`config.mk`:
```
export PLATFORM = sky130hd
export DESIGN_NAME = pda_pwm_shutdown
export DESIGN_NICKNAME = d
export VERILOG_FILES = /design/src/rtl/pda_pkg.sv /design/src/rtl/pda_pwm_shutdown.sv /design/src/rtl/pda_sync.sv /design/src/rtl/pda_dead_band.sv
export SDC_FILE = /design/constraint.sdc
export NUM_CORES = 1
export LEC_CHECK = 0
export BUFFER_PORTS_ARGS = -buffer_cell sky130_fd_sc_hd__buf_4
export CAP_MARGIN = 5
export CORE_MARGIN = 2
export CORE_UTILIZATION = 48
export DETAILED_ROUTE_END_ITERATION = 8
export PLACE_DENSITY = 0.81
export SYNTH_ARGS = -nofsm -noshare
export SYNTH_HDL_FRONTEND = slang
export SYNTH_SLANG_ARGS = --single-unit
```
`constraint.sdc`:
```
create_clock -name mclk_in -period 2.1 [get_ports mclk_in]
set_input_delay 0.21 -clock mclk_in [delete_from_list [all_inputs] [get_ports mclk_in]]
set_output_delay 0.21 -clock mclk_in [all_outputs]
set_load 0.02 [all_outputs]
```
`src/rtl/pda_pkg.sv`:
```
// package of constants for the pwm dead-band and auto-shutdown stage
package pda_pkg;
	// register byte addresses on the bus
	localparam logic [7:0] DEADBAND_RESTART_CTRL_ADDR = 8'h00;
	localparam logic [7:0] SHUTDOWN_CTRL_ADDR = 8'h04;
	localparam logic [7:0] PWM_MODE_CTRL_ADDR = 8'h08;
	// values after reset
	localparam logic [7:0] DEADBAND_RESTART_CTRL_RESET = 8'h00;
	localparam logic [7:0] SHUTDOWN_CTRL_RESET = 8'h00;
	localparam logic [7:0] PWM_MODE_CTRL_RESET = 8'h00;
	// field positions
	localparam int AUTO_RESTART_BIT = 7;
	localparam int DEADBAND_COUNT_W = 7;
	localparam int FLAG_BIT = 7;
	localparam int SOURCE_LSB = 4;
	localparam int AC_LEVEL_LSB = 2;
	localparam int BD_LEVEL_LSB = 0;
	localparam int CONFIG_LSB = 6;
	localparam int ENABLE_LSB = 2;
	localparam int AC_POL_BIT = 1;
	localparam int BD_POL_BIT = 0;
	// output configurations
	localparam logic [1:0] CONFIG_SINGLE = 2'h0;
	localparam logic [1:0] CONFIG_HALF = 2'h2;
	localparam logic [1:0] CONFIG_FULL_FWD = 2'h1;
	localparam logic [1:0] CONFIG_FULL_REV = 2'h3;
	// mode bits 3:2 that select the enhanced pwm function
	localparam logic [1:0] PWM_ENABLE_CODE = 2'h3;
	// instruction cycle and clock period in ns
	localparam int TCY_NS = 400;
	localparam int MCLK_NS = 100;
	localparam int TCY_CYCLES = (TCY_NS + MCLK_NS - 1) / MCLK_NS;
	// bus responses
	localparam logic [1:0] RESP_OKAY = 2'h0;
	localparam logic [1:0] RESP_SLVERR = 2'h2;
endpackage : pda_pkg

```
`src/rtl/pda_pwm_shutdown.sv`:
```
// output steering, dead band, auto-shutdown and register slave
//
// Added by the designer: the register offsets and the AXI4-Lite slave port.
module pda_pwm_shutdown
	import pda_pkg::*;
(
	input wire logic mclk_in,
	input wire logic reset_in,
	// axi4-lite write address
	input wire logic s_axi_awvalid_in,
	output logic s_axi_awready_out,
	input wire logic [7:0] s_axi_awaddr_in,
	// axi4-lite write data
	input wire logic s_axi_wvalid_in,
	output logic s_axi_wready_out,
	input wire logic [31:0] s_axi_wdata_in,
	input wire logic [3:0] s_axi_wstrb_in,
	// axi4-lite write response
	output logic s_axi_bvalid_out,
	input wire logic s_axi_bready_in,
	output logic [1:0] s_axi_bresp_out,
	// axi4-lite read address
	input wire logic s_axi_arvalid_in,
	output logic s_axi_arready_out,
	input wire logic [7:0] s_axi_araddr_in,
	// axi4-lite read data
	output logic s_axi_rvalid_out,
	input wire logic s_axi_rready_in,
	output logic [31:0] s_axi_rdata_out,
	output logic [1:0] s_axi_rresp_out,
	// shutdown sources, asynchronous
	input wire logic comparator1_in,
	input wire logic comparator2_in,
	input wire logic fault_input_pin_n_in,
	// from the period and duty generator, same clock
	input wire logic period_start_in,
	input wire logic pwm_raw_in,
	// port direction per pin d,c,b,a; 1 = input
	input wire logic [3:0] pin_dir_input_in,
	// pins
	output logic pwm_out_a_out,
	output logic pwm_out_b_out,
	output logic pwm_out_c_out,
	output logic pwm_out_d_out,
	output logic pwm_oe_a_out,
	output logic pwm_oe_b_out,
	output logic pwm_oe_c_out,
	output logic pwm_oe_d_out,
	output logic shutdown_active_out
);
	// every flop of the block outside the sync and dead-band instances lives in this struct; the comb process
	// builds next_state and one clocked process copies it across
	typedef struct packed {
		logic [7:0] deadband_restart_ctrl; // auto restart + dead-band count
		logic [7:0] shutdown_ctrl; // flag, sources, pair levels
		logic [7:0] pwm_mode_ctrl; // config, duty lsbs, polarity mode
		logic hold; // shutdown held to a period boundary
		logic awready;
		logic wready;
		logic aw_got; // address taken, waiting for data
		logic w_got; // data taken, waiting for address
		logic [7:0] awaddr;
		logic [7:0] wdata; // only the low byte is stored
		logic wstrb0;
		logic bvalid;
		logic [1:0] bresp;
		logic arready;
		logic rvalid;
		logic [31:0] rdata;
		logic [1:0] rresp;
		logic [3:0] pin_val; // d,c,b,a
		logic [3:0] pin_oe;
	} pda_state_type;

	pda_state_type state;
	pda_state_type next_state;

	// glue between the helper modules and the main process
	logic [2:0] src_sync; // fault_n, comparator2, comparator1
	logic db_a; // delayed pwm for pin a
	logic db_b; // delayed complement for pin b

	// shutdown sources pass two flops before use; the extra latency is
	// two cycles before the pins react, a price paid for clean levels
	// the fault pin keeps its raw sense here and is inverted after sync
	// comparators are levels, so a short glitch below one cycle may be lost
	pda_sync #(
		.WIDTH(3)
	) u_sync (
		.mclk_in(mclk_in),
		.reset_in(reset_in),
		.async_in({fault_input_pin_n_in, comparator2_in, comparator1_in}),
		.sync_out(src_sync)
	);

	// dead band for the true half-bridge output
	// only the half-bridge steering reads this delayed level
	pda_dead_band u_db_a (
		.mclk_in(mclk_in),
		.reset_in(reset_in),
		.level_in(pwm_raw_in),
		.count_in(state.deadband_restart_ctrl[DEADBAND_COUNT_W-1:0]),
		.level_out(db_a)
	);

	// dead band for the complementary output
	// the complement is delayed on its own rise, so both edges get a gap
	pda_dead_band u_db_b (
		.mclk_in(mclk_in),
		.reset_in(reset_in),
		.level_in(!pwm_raw_in),
		.count_in(state.deadband_restart_ctrl[DEADBAND_COUNT_W-1:0]),
		.level_out(db_b)
	);

	// address decode shared by reads and writes
	// low two address bits are ignored: every register is one aligned word
	function automatic logic [1:0] reg_index(input logic [7:0] addr);
		case ({addr[7:2], 2'h0})
			DEADBAND_RESTART_CTRL_ADDR: reg_index = 2'h0;
			SHUTDOWN_CTRL_ADDR: reg_index = 2'h1;
			PWM_MODE_CTRL_ADDR: reg_index = 2'h2;
			default: reg_index = 2'h3; // unmapped
		endcase
	endfunction : reg_index

	// one pair's pin level: drive-low, drive-high or active level
	// polarity is applied after steering so the shutdown level is absolute
	// level and polarity are per pair, shut is common to all pins; pins a and c share one set
	function automatic logic pair_level(input logic shut, input logic [1:0] level,
			input logic active, input logic low_pol);
		if (shut) begin
			pair_level = level[0];
		end else begin
			pair_level = active ^ low_pol;
		end
	endfunction : pair_level

	// intermediate values of the main process, set at its top save flag and shut
	logic [2:0] src_active; // per source: active condition
	logic cause; // any selected source active
	logic flag; // next shutdown flag
	logic sw_flag_wr; // software writes the shutdown register
	logic shut; // outputs forced this cycle
	logic enabled; // enhanced pwm function on
	logic [1:0] cfg;
	logic [3:0] act; // active request per pin d,c,b,a
	logic [1:0] ac_level;
	logic [1:0] bd_level;

	// all next-state logic of the block
	// order matters: bus first, then the flag, then hold and pins
	always_comb begin
		next_state = state;
		// the fault pin is active low; turn every source into active high
		src_active = {!src_sync[2], src_sync[1], src_sync[0]};
		// comparators stay in as levels, so they keep the flag up
		cause = |(state.shutdown_ctrl[SOURCE_LSB +: 3] & src_active);
		sw_flag_wr = 1'b0;
		act = 4'h0;
		ac_level = state.shutdown_ctrl[AC_LEVEL_LSB +: 2];
		bd_level = state.shutdown_ctrl[BD_LEVEL_LSB +: 2];
		// configuration and enable are decoded straight from the register
		cfg = state.pwm_mode_ctrl[CONFIG_LSB +: 2];
		enabled = state.pwm_mode_ctrl[ENABLE_LSB +: 2] == PWM_ENABLE_CODE;

		// write address and data are taken in either order
		// each half is latched on its own handshake and waits for the other
		if (s_axi_awvalid_in && state.awready) begin
			next_state.aw_got = 1'b1;
			next_state.awaddr = s_axi_awaddr_in;
		end
		if (s_axi_wvalid_in && state.wready) begin
			next_state.w_got = 1'b1;
			next_state.wdata = s_axi_wdata_in[7:0];
			next_state.wstrb0 = s_axi_wstrb_in[0];
		end
		// response accepted: channels may reopen on the next edge
		if (state.bvalid && s_axi_bready_in) begin
			next_state.bvalid = 1'b0;
		end

		// perform a write once both halves are held
		// the write lands one edge after both halves are in, so the
		// response and the new register value show at the same edge
		if (state.aw_got && state.w_got && !state.bvalid) begin
			next_state.aw_got = 1'b0;
			next_state.w_got = 1'b0;
			next_state.bvalid = 1'b1;
			next_state.bresp = RESP_OKAY;
			// byte lane 0 carries the register; other lanes are dropped
			case (reg_index(state.awaddr))
				2'h0: begin
					if (state.wstrb0) begin
						next_state.deadband_restart_ctrl = state.wdata;
					end
				end
				2'h1: begin
					if (state.wstrb0) begin
						// flag bit handled with the shutdown logic below
						next_state.shutdown_ctrl[FLAG_BIT-1:0] = state.wdata[FLAG_BIT-1:0];
						sw_flag_wr = 1'b1;
					end
				end
				2'h2: begin
					if (state.wstrb0) begin
						next_state.pwm_mode_ctrl = state.wdata;
					end
				end
				default: begin
					next_state.bresp = RESP_SLVERR;
				end
			endcase
		end

		// read: one cycle from address to data
		// data are captured at the taking edge and stand until rready
		if (state.rvalid && s_axi_rready_in) begin
			next_state.rvalid = 1'b0;
		end
		if (s_axi_arvalid_in && state.arready) begin
			next_state.rvalid = 1'b1;
			next_state.rresp = RESP_OKAY;
			// unused upper bits read as zero
			case (reg_index(s_axi_araddr_in))
				2'h0: begin
					next_state.rdata = {24'h000000, state.deadband_restart_ctrl};
				end
				2'h1: begin
					next_state.rdata = {24'h000000, state.shutdown_ctrl};
				end
				2'h2: begin
					next_state.rdata = {24'h000000, state.pwm_mode_ctrl};
				end
				default: begin
					next_state.rdata = 32'h00000000;
					next_state.rresp = RESP_SLVERR;
				end
			endcase
		end

		// shutdown flag: auto clear, then software, then events win
		// a cause in the same cycle as a clear always keeps the flag up;
		// a software one with auto restart on lasts one cycle, but the
		// hold below still keeps the pins shut to the next period
		flag = state.shutdown_ctrl[FLAG_BIT];
		if (state.deadband_restart_ctrl[AUTO_RESTART_BIT] && !cause) begin
			flag = 1'b0;
		end
		// without auto restart only software clears the flag
		if (sw_flag_wr && !cause) begin
			flag = state.wdata[FLAG_BIT];
		end
		if (cause) begin
			flag = 1'b1;
		end
		next_state.shutdown_ctrl[FLAG_BIT] = flag;

		// hold until a period starts with the flag clear
		// a period boundary seen while the flag is set starts a whole
		// period in shutdown, since the hold is simply renewed
		next_state.hold = flag || (state.hold && !period_start_in);
		shut = next_state.hold;

		// output steering per configuration
		// act is the active request per pin before polarity; an unused
		// pin asks for its inactive level
		// full bridge: one pin held active, the diagonal one modulated
		case (cfg)
			CONFIG_SINGLE: begin
				act = {3'h0, pwm_raw_in};
			end
			CONFIG_HALF: begin
				act = {2'h0, db_b, db_a};
			end
			CONFIG_FULL_FWD: begin
				act = {pwm_raw_in, 2'h0, 1'b1};
			end
			CONFIG_FULL_REV: begin
				act = {1'b0, 1'b1, pwm_raw_in, 1'b0};
			end
			default: begin
				act = 4'h0;
			end
		endcase

		// pin levels; a disabled unit drives plain zero
		// shutdown levels only apply while the enhanced function is on
		if (enabled) begin
			next_state.pin_val[0] = pair_level(shut, ac_level, act[0], state.pwm_mode_ctrl[AC_POL_BIT]);
			next_state.pin_val[2] = pair_level(shut, ac_level, act[2], state.pwm_mode_ctrl[AC_POL_BIT]);
			next_state.pin_val[1] = pair_level(shut, bd_level, act[1], state.pwm_mode_ctrl[BD_POL_BIT]);
			next_state.pin_val[3] = pair_level(shut, bd_level, act[3], state.pwm_mode_ctrl[BD_POL_BIT]);
		end else begin
			next_state.pin_val = 4'h0;
		end

		// release overrides direction while shut down
		// an input pin stays undriven; a released pair also drops its
		// enables so the board pull resistors set the gate level
		next_state.pin_oe[0] = !pin_dir_input_in[0] && !(enabled && shut && ac_level[1]);
		next_state.pin_oe[2] = !pin_dir_input_in[2] && !(enabled && shut && ac_level[1]);
		next_state.pin_oe[1] = !pin_dir_input_in[1] && !(enabled && shut && bd_level[1]);
		next_state.pin_oe[3] = !pin_dir_input_in[3] && !(enabled && shut && bd_level[1]);

		// ready flags from the next state so they leave flops
		// computing them from next_state keeps a channel from being taken
		// twice before its response has been accepted
		next_state.awready = !next_state.aw_got && !next_state.bvalid;
		next_state.wready = !next_state.w_got && !next_state.bvalid;
		next_state.arready = !next_state.rvalid;
	end

	// one register stage for all state; reset restores defaults
	// the reset values come from the package so the bus reads them back
	always_ff @(posedge mclk_in) begin
		if (reset_in) begin
			state <= '0;
			state.deadband_restart_ctrl <= DEADBAND_RESTART_CTRL_RESET;
			state.shutdown_ctrl <= SHUTDOWN_CTRL_RESET;
			state.pwm_mode_ctrl <= PWM_MODE_CTRL_RESET;
			state.pin_oe <= 4'h0;
		end else begin
			state <= next_state;
		end
	end

	// outputs straight from the state register
	// no logic sits between a flop and a pin, so pins cannot glitch
	assign s_axi_awready_out = state.awready;
	assign s_axi_wready_out = state.wready;
	assign s_axi_bvalid_out = state.bvalid;
	assign s_axi_bresp_out = state.bresp;
	assign s_axi_arready_out = state.arready;
	assign s_axi_rvalid_out = state.rvalid;
	assign s_axi_rdata_out = state.rdata;
	assign s_axi_rresp_out = state.rresp;
	assign pwm_out_a_out = state.pin_val[0];
	assign pwm_out_b_out = state.pin_val[1];
	assign pwm_out_c_out = state.pin_val[2];
	assign pwm_out_d_out = state.pin_val[3];
	assign pwm_oe_a_out = state.pin_oe[0];
	assign pwm_oe_b_out = state.pin_oe[1];
	assign pwm_oe_c_out = state.pin_oe[2];
	assign pwm_oe_d_out = state.pin_oe[3];
	assign shutdown_active_out = state.hold;
endmodule : pda_pwm_shutdown

```
`src/rtl/pda_sync.sv`:
```
// two-flop synchroniser for asynchronous levels
module pda_sync #(
	parameter int WIDTH = 3
) (
	input wire logic mclk_in,
	input wire logic reset_in,
	input wire logic [WIDTH-1:0] async_in,
	output logic [WIDTH-1:0] sync_out
);
	typedef struct packed {
		logic [WIDTH-1:0] stage1; // metastable stage, read by stage2 only
		logic [WIDTH-1:0] stage2; // settled copy
	} pda_sync_state_type;

	pda_sync_state_type state;
	pda_sync_state_type next_state;

	// shift one stage per clock
	always_comb begin
		next_state = state;
		next_state.stage1 = async_in;
		next_state.stage2 = state.stage1;
	end

	// synchronous reset to zero
	always_ff @(posedge mclk_in) begin
		if (reset_in) begin
			state <= '0;
		end else begin
			state <= next_state;
		end
	end

	assign sync_out = state.stage2;
endmodule : pda_sync

```
`src/rtl/pda_dead_band.sv`:
```
// rising-edge delay for one half-bridge output
module pda_dead_band
	import pda_pkg::*;
#(
	parameter int CNT_W = 10,
	parameter int UNIT = TCY_CYCLES
) (
	input wire logic mclk_in,
	input wire logic reset_in,
	input wire logic level_in,
	input wire logic [DEADBAND_COUNT_W-1:0] count_in,
	output logic level_out
);
	typedef struct packed {
		logic [CNT_W-1:0] cnt; // cycles since the active request
		logic out; // delayed level
	} pda_db_state_type;

	pda_db_state_type state;
	pda_db_state_type next_state;
	logic [CNT_W-1:0] target;

	// count up while requested; release falls at once
	always_comb begin
		next_state = state;
		target = CNT_W'(count_in) * CNT_W'(UNIT);
		if (!level_in) begin
			next_state.out = 1'b0;
			next_state.cnt = '0;
		end else if (!state.out) begin
			// a count above the active time never reaches target
			if (state.cnt >= target) begin
				next_state.out = 1'b1;
			end else begin
				next_state.cnt = state.cnt + 1'b1;
			end
		end
	end

	// registered state
	always_ff @(posedge mclk_in) begin
		if (reset_in) begin
			state <= '0;
		end else begin
			state <= next_state;
		end
	end

	assign level_out = state.out;
endmodule : pda_dead_band

```
==> summary.txt <==
Clocking
  • CTS sink cnt: 93
  • CTS max path bufs: 2
  • CTS tree: yes
  • CTS clk-pin slew, worst paths: 0.09 ns
  • Root Driver: clkbuf_8
  • Clock Latency Late Sink: 0.36 ns
  • H-tree levels: 3
  • Total CTS buffers: 9

GRT
  • Vias in the first global route: 3516
  • Global-route wire length before repair: 16200 um
  • All-Layer GR Usage: 20.0%
  • Largest net degree at the start of global routing: 38
  • Initial antenna violation count: 0
  • Gr ovfl total: 0

Timing
  • Final min period: 2.09 ns
  • Setup TNS: 0 ns
  • Final Hold Vio Count: 0
  • PnR worst setup slack: 0.00736 ns
  • RSZ-0062 raised after global routing: true
  • Worst-margin pin slew: 0.616 ns
  • Worst Skew: 0.0166 ns
  • Fin. max-slew vios: 0
  • Final period utilization: 99.6%
  • F_max: 0.478 GHz
  • WHS: 0.0527 ns
  • Max_slew headroom: 58.8%
  • Setup violators final: 0

Logic synthesis
  • Mapped Cells: 502
  • Syn_area_per_cell: 8.83 sq um
  • FFs w/ async S/R, synth: 0%
  • Top_reg_cell synth: dfxtp_1
  • Post-synth EDFFs: 0
  • Synth area leaders: dfxtp_1 42%, mux2i_1 7.0%, buf_4 6.4%
  • FF+latch count, synth: 93
  • Synth cell types: 57
  • Synth top area share: 42.0%
  • Yosys top cell by area: dfxtp_1
  • Synthesized area: 0.00443 sq mm
  • Sequential fraction of the synthesis area: 42.0%
  • Yosys warns: 0

Placement
  • RePlAce Congestion: 0.839
  • Dpl hpwl: 7090 um
  • Post-placement setup slack: -0.0339 ns
  • Port bufs: 60

Floorplan
  • Starting Density: 48.6%
  • Die area: 0.0100 sq mm
  • Site Rows: 35
  • Core Region: 0.00911 sq mm
  • Die X: 100 um
  • Die Height: 100 um
  • # IOs: 118

Worst setup path
  • Worst R2R Path Depth: 7
  • Worst r2r dst: u_db_a.state[7]
  • Worst Path Required: 2.39 ns
  • Worst Path Arrival: 2.39 ns
  • Critical-path cell list: inv_2 > ha_4 > a211o_1 > a311o_2 > nor2_8 > or4b_4 > a21oi_2
  • Crit-path max cell delay: 0.46 ns
  • Setup crit end: u_db_a.state[7]
  • CP max stage cell: or4b_4
  • R2R setup slack: 0.007 ns
  • WS Path Type: reg -> reg
  • Maximum net fanout on the critical path: 5
  • CP startpoint kind: flop
  • Worst Setup SP: state[91]
  • Critical R2R Launch: state[91]
  • Worst setup EP type: flop

Final layout
  • Final nets: 652
  • Share of cells above drive strength 1: 23.5%
  • FF+latch area: 0.00187 sq mm
  • Antenna Cells: 0
  • Area growth syn-to-layout: 18.4%
  • Most common cell after layout, fill and taps aside: dfxtp_1
  • Area of the multi-input gates: 0.00228 sq mm
  • Most frequent cells in the layout: 86 x dfxtp_1, 83 x buf_4, 50 x nand2_1, 47 x nor2_1, 37 x a21oi_1
  • Fillers: 784

Power
  • Peak supply drop: 336 uV
  • Lkg Pwr: 0.00210 uW
  • Total Power: 3380 uW
  • Cell Pwr Density: 645 mW/mm^2

Flow run
  • Total of max-cap violations: 0

Routing
  • Remaining antenna violation count: 0
  • Initial DRT Pass Iterations: 4
  • Via count: 3661
  • Routed len/inst: 14.5 um
  • Vias per cell: 5.37
  • Number of DRC markers in iteration 0: 133
  • Drt total wl: 9860 um
  • DRC: 0

Status
  • Outcome: completed

Hold path
  • Hold crit path type: in -> reg
  • WHS Path Cells: 2
## metal layers
| metal | vias to the layer above | wire [um] | global-route usage [%] |
|---|---|---|---|
| li1 | 1818 | - | - |
| met1 | 1712 | 4310 | 26.6 |
| met2 | 114 | 4820 | 33.3 |
| met3 | 17 | 538 | 2.44 |
| met4 | 0 | 192 | 7.69 |
| met5 | - | 0 | 0 |
## critical path: cells and delay by family (launching register included)
family,cells,cell delay [ns]
AO/OA/AOI/OAI,3,0.84
buffers and inverters,1,0.05
flip-flops,1,0.34
adder cells (fa/ha/maj),1,0.23
AND/OR/NAND/NOR,2,0.56
## power by group
part | leakage (uW) | internal [uW] | switching, uW
combinational | 0.00124 | 106 | 162
sequential | 0.000759 | 1800 | 31.5
clock | 0.000107 | 627 | 656
total | 0.00210 | 2530 | 850
## timing repair
action                                 in CTS  in global routing
setup endpoints to repair                  11                 17
gates resized for setup                     5                 20
endpoints found under the hold margin       4                  0
hold buffers                                4                  0
pin swaps                                   2                  8
buffers inserted                            0                  7
## metrics by stage
step	cell area, sq um	std cells	util, %
2_1_floorplan	4540	527	-
3_3_place_gp	4870	655	53.5
3_5_place_dp	4870	655	53.5
4_1_cts	5130	675	56.4
5_1_grt	5250	682	57.6
6_report	5250	682	57.6
## final cells by class
cell class	instances	area share, %
Clock buffer	11	2.89
Clock inverter	5	1.22
Inverter	17	1.22
Multi-Input combinational cell	357	43.5
Sequential cell	93	35.6
Tap cell	111	2.65
Timing Repair Buffer	88	12.9
## sequential cells by signal (all words and copies together), names as in the netlist, 2 cells and up
| register | flops |
|---|---|
| state | 35 |
| u_db_a.state | 10 |
| u_db_b.state | 10 |
| s_axi_rdata_out | 8 |
| u_sync.next_state | 3 |
| u_sync.sync_out | 3 |
| ac_level | 2 |
| bd_level | 2 |
| cfg | 2 |
## cells by family after synthesis
family          share of synthesized area [%]
compound gates                           13.9
xor+xnor                                0.791
buf+inv                                  10.0
flops                                    42.0
simple gates                             20.9
other cells                            0.0846
fa+ha+maj                                5.08
mux                                      7.26
## Yosys cell counts, drive strengths merged (8+ instances only)
cell type,number
buf,45
a21oi,40
nand3,16
clkbuf,15
a22oi,8
ha,18
mux2i,31
nor2,48
nor3,11
inv,17
nor2b,11
dfxtp,93
o21ai,20
nand2,50
## how the worst min path moves through the flow
stage,from,endpoint
4_1_cts,fault_input_pin_n_in,u_sync.next_state[2]
2_1_floorplan,pin_dir_input_in[0],pwm_oe_a_out
6_report,fault_input_pin_n_in,u_sync.next_state[2]
5_1_grt,comparator1_in,u_sync.next_state[0]
3_5_place_dp,pin_dir_input_in[1],pwm_oe_b_out
3_3_place_gp,pin_dir_input_in[3],pwm_oe_d_out
Note: power is estimated with default switching activity, not from simulation.
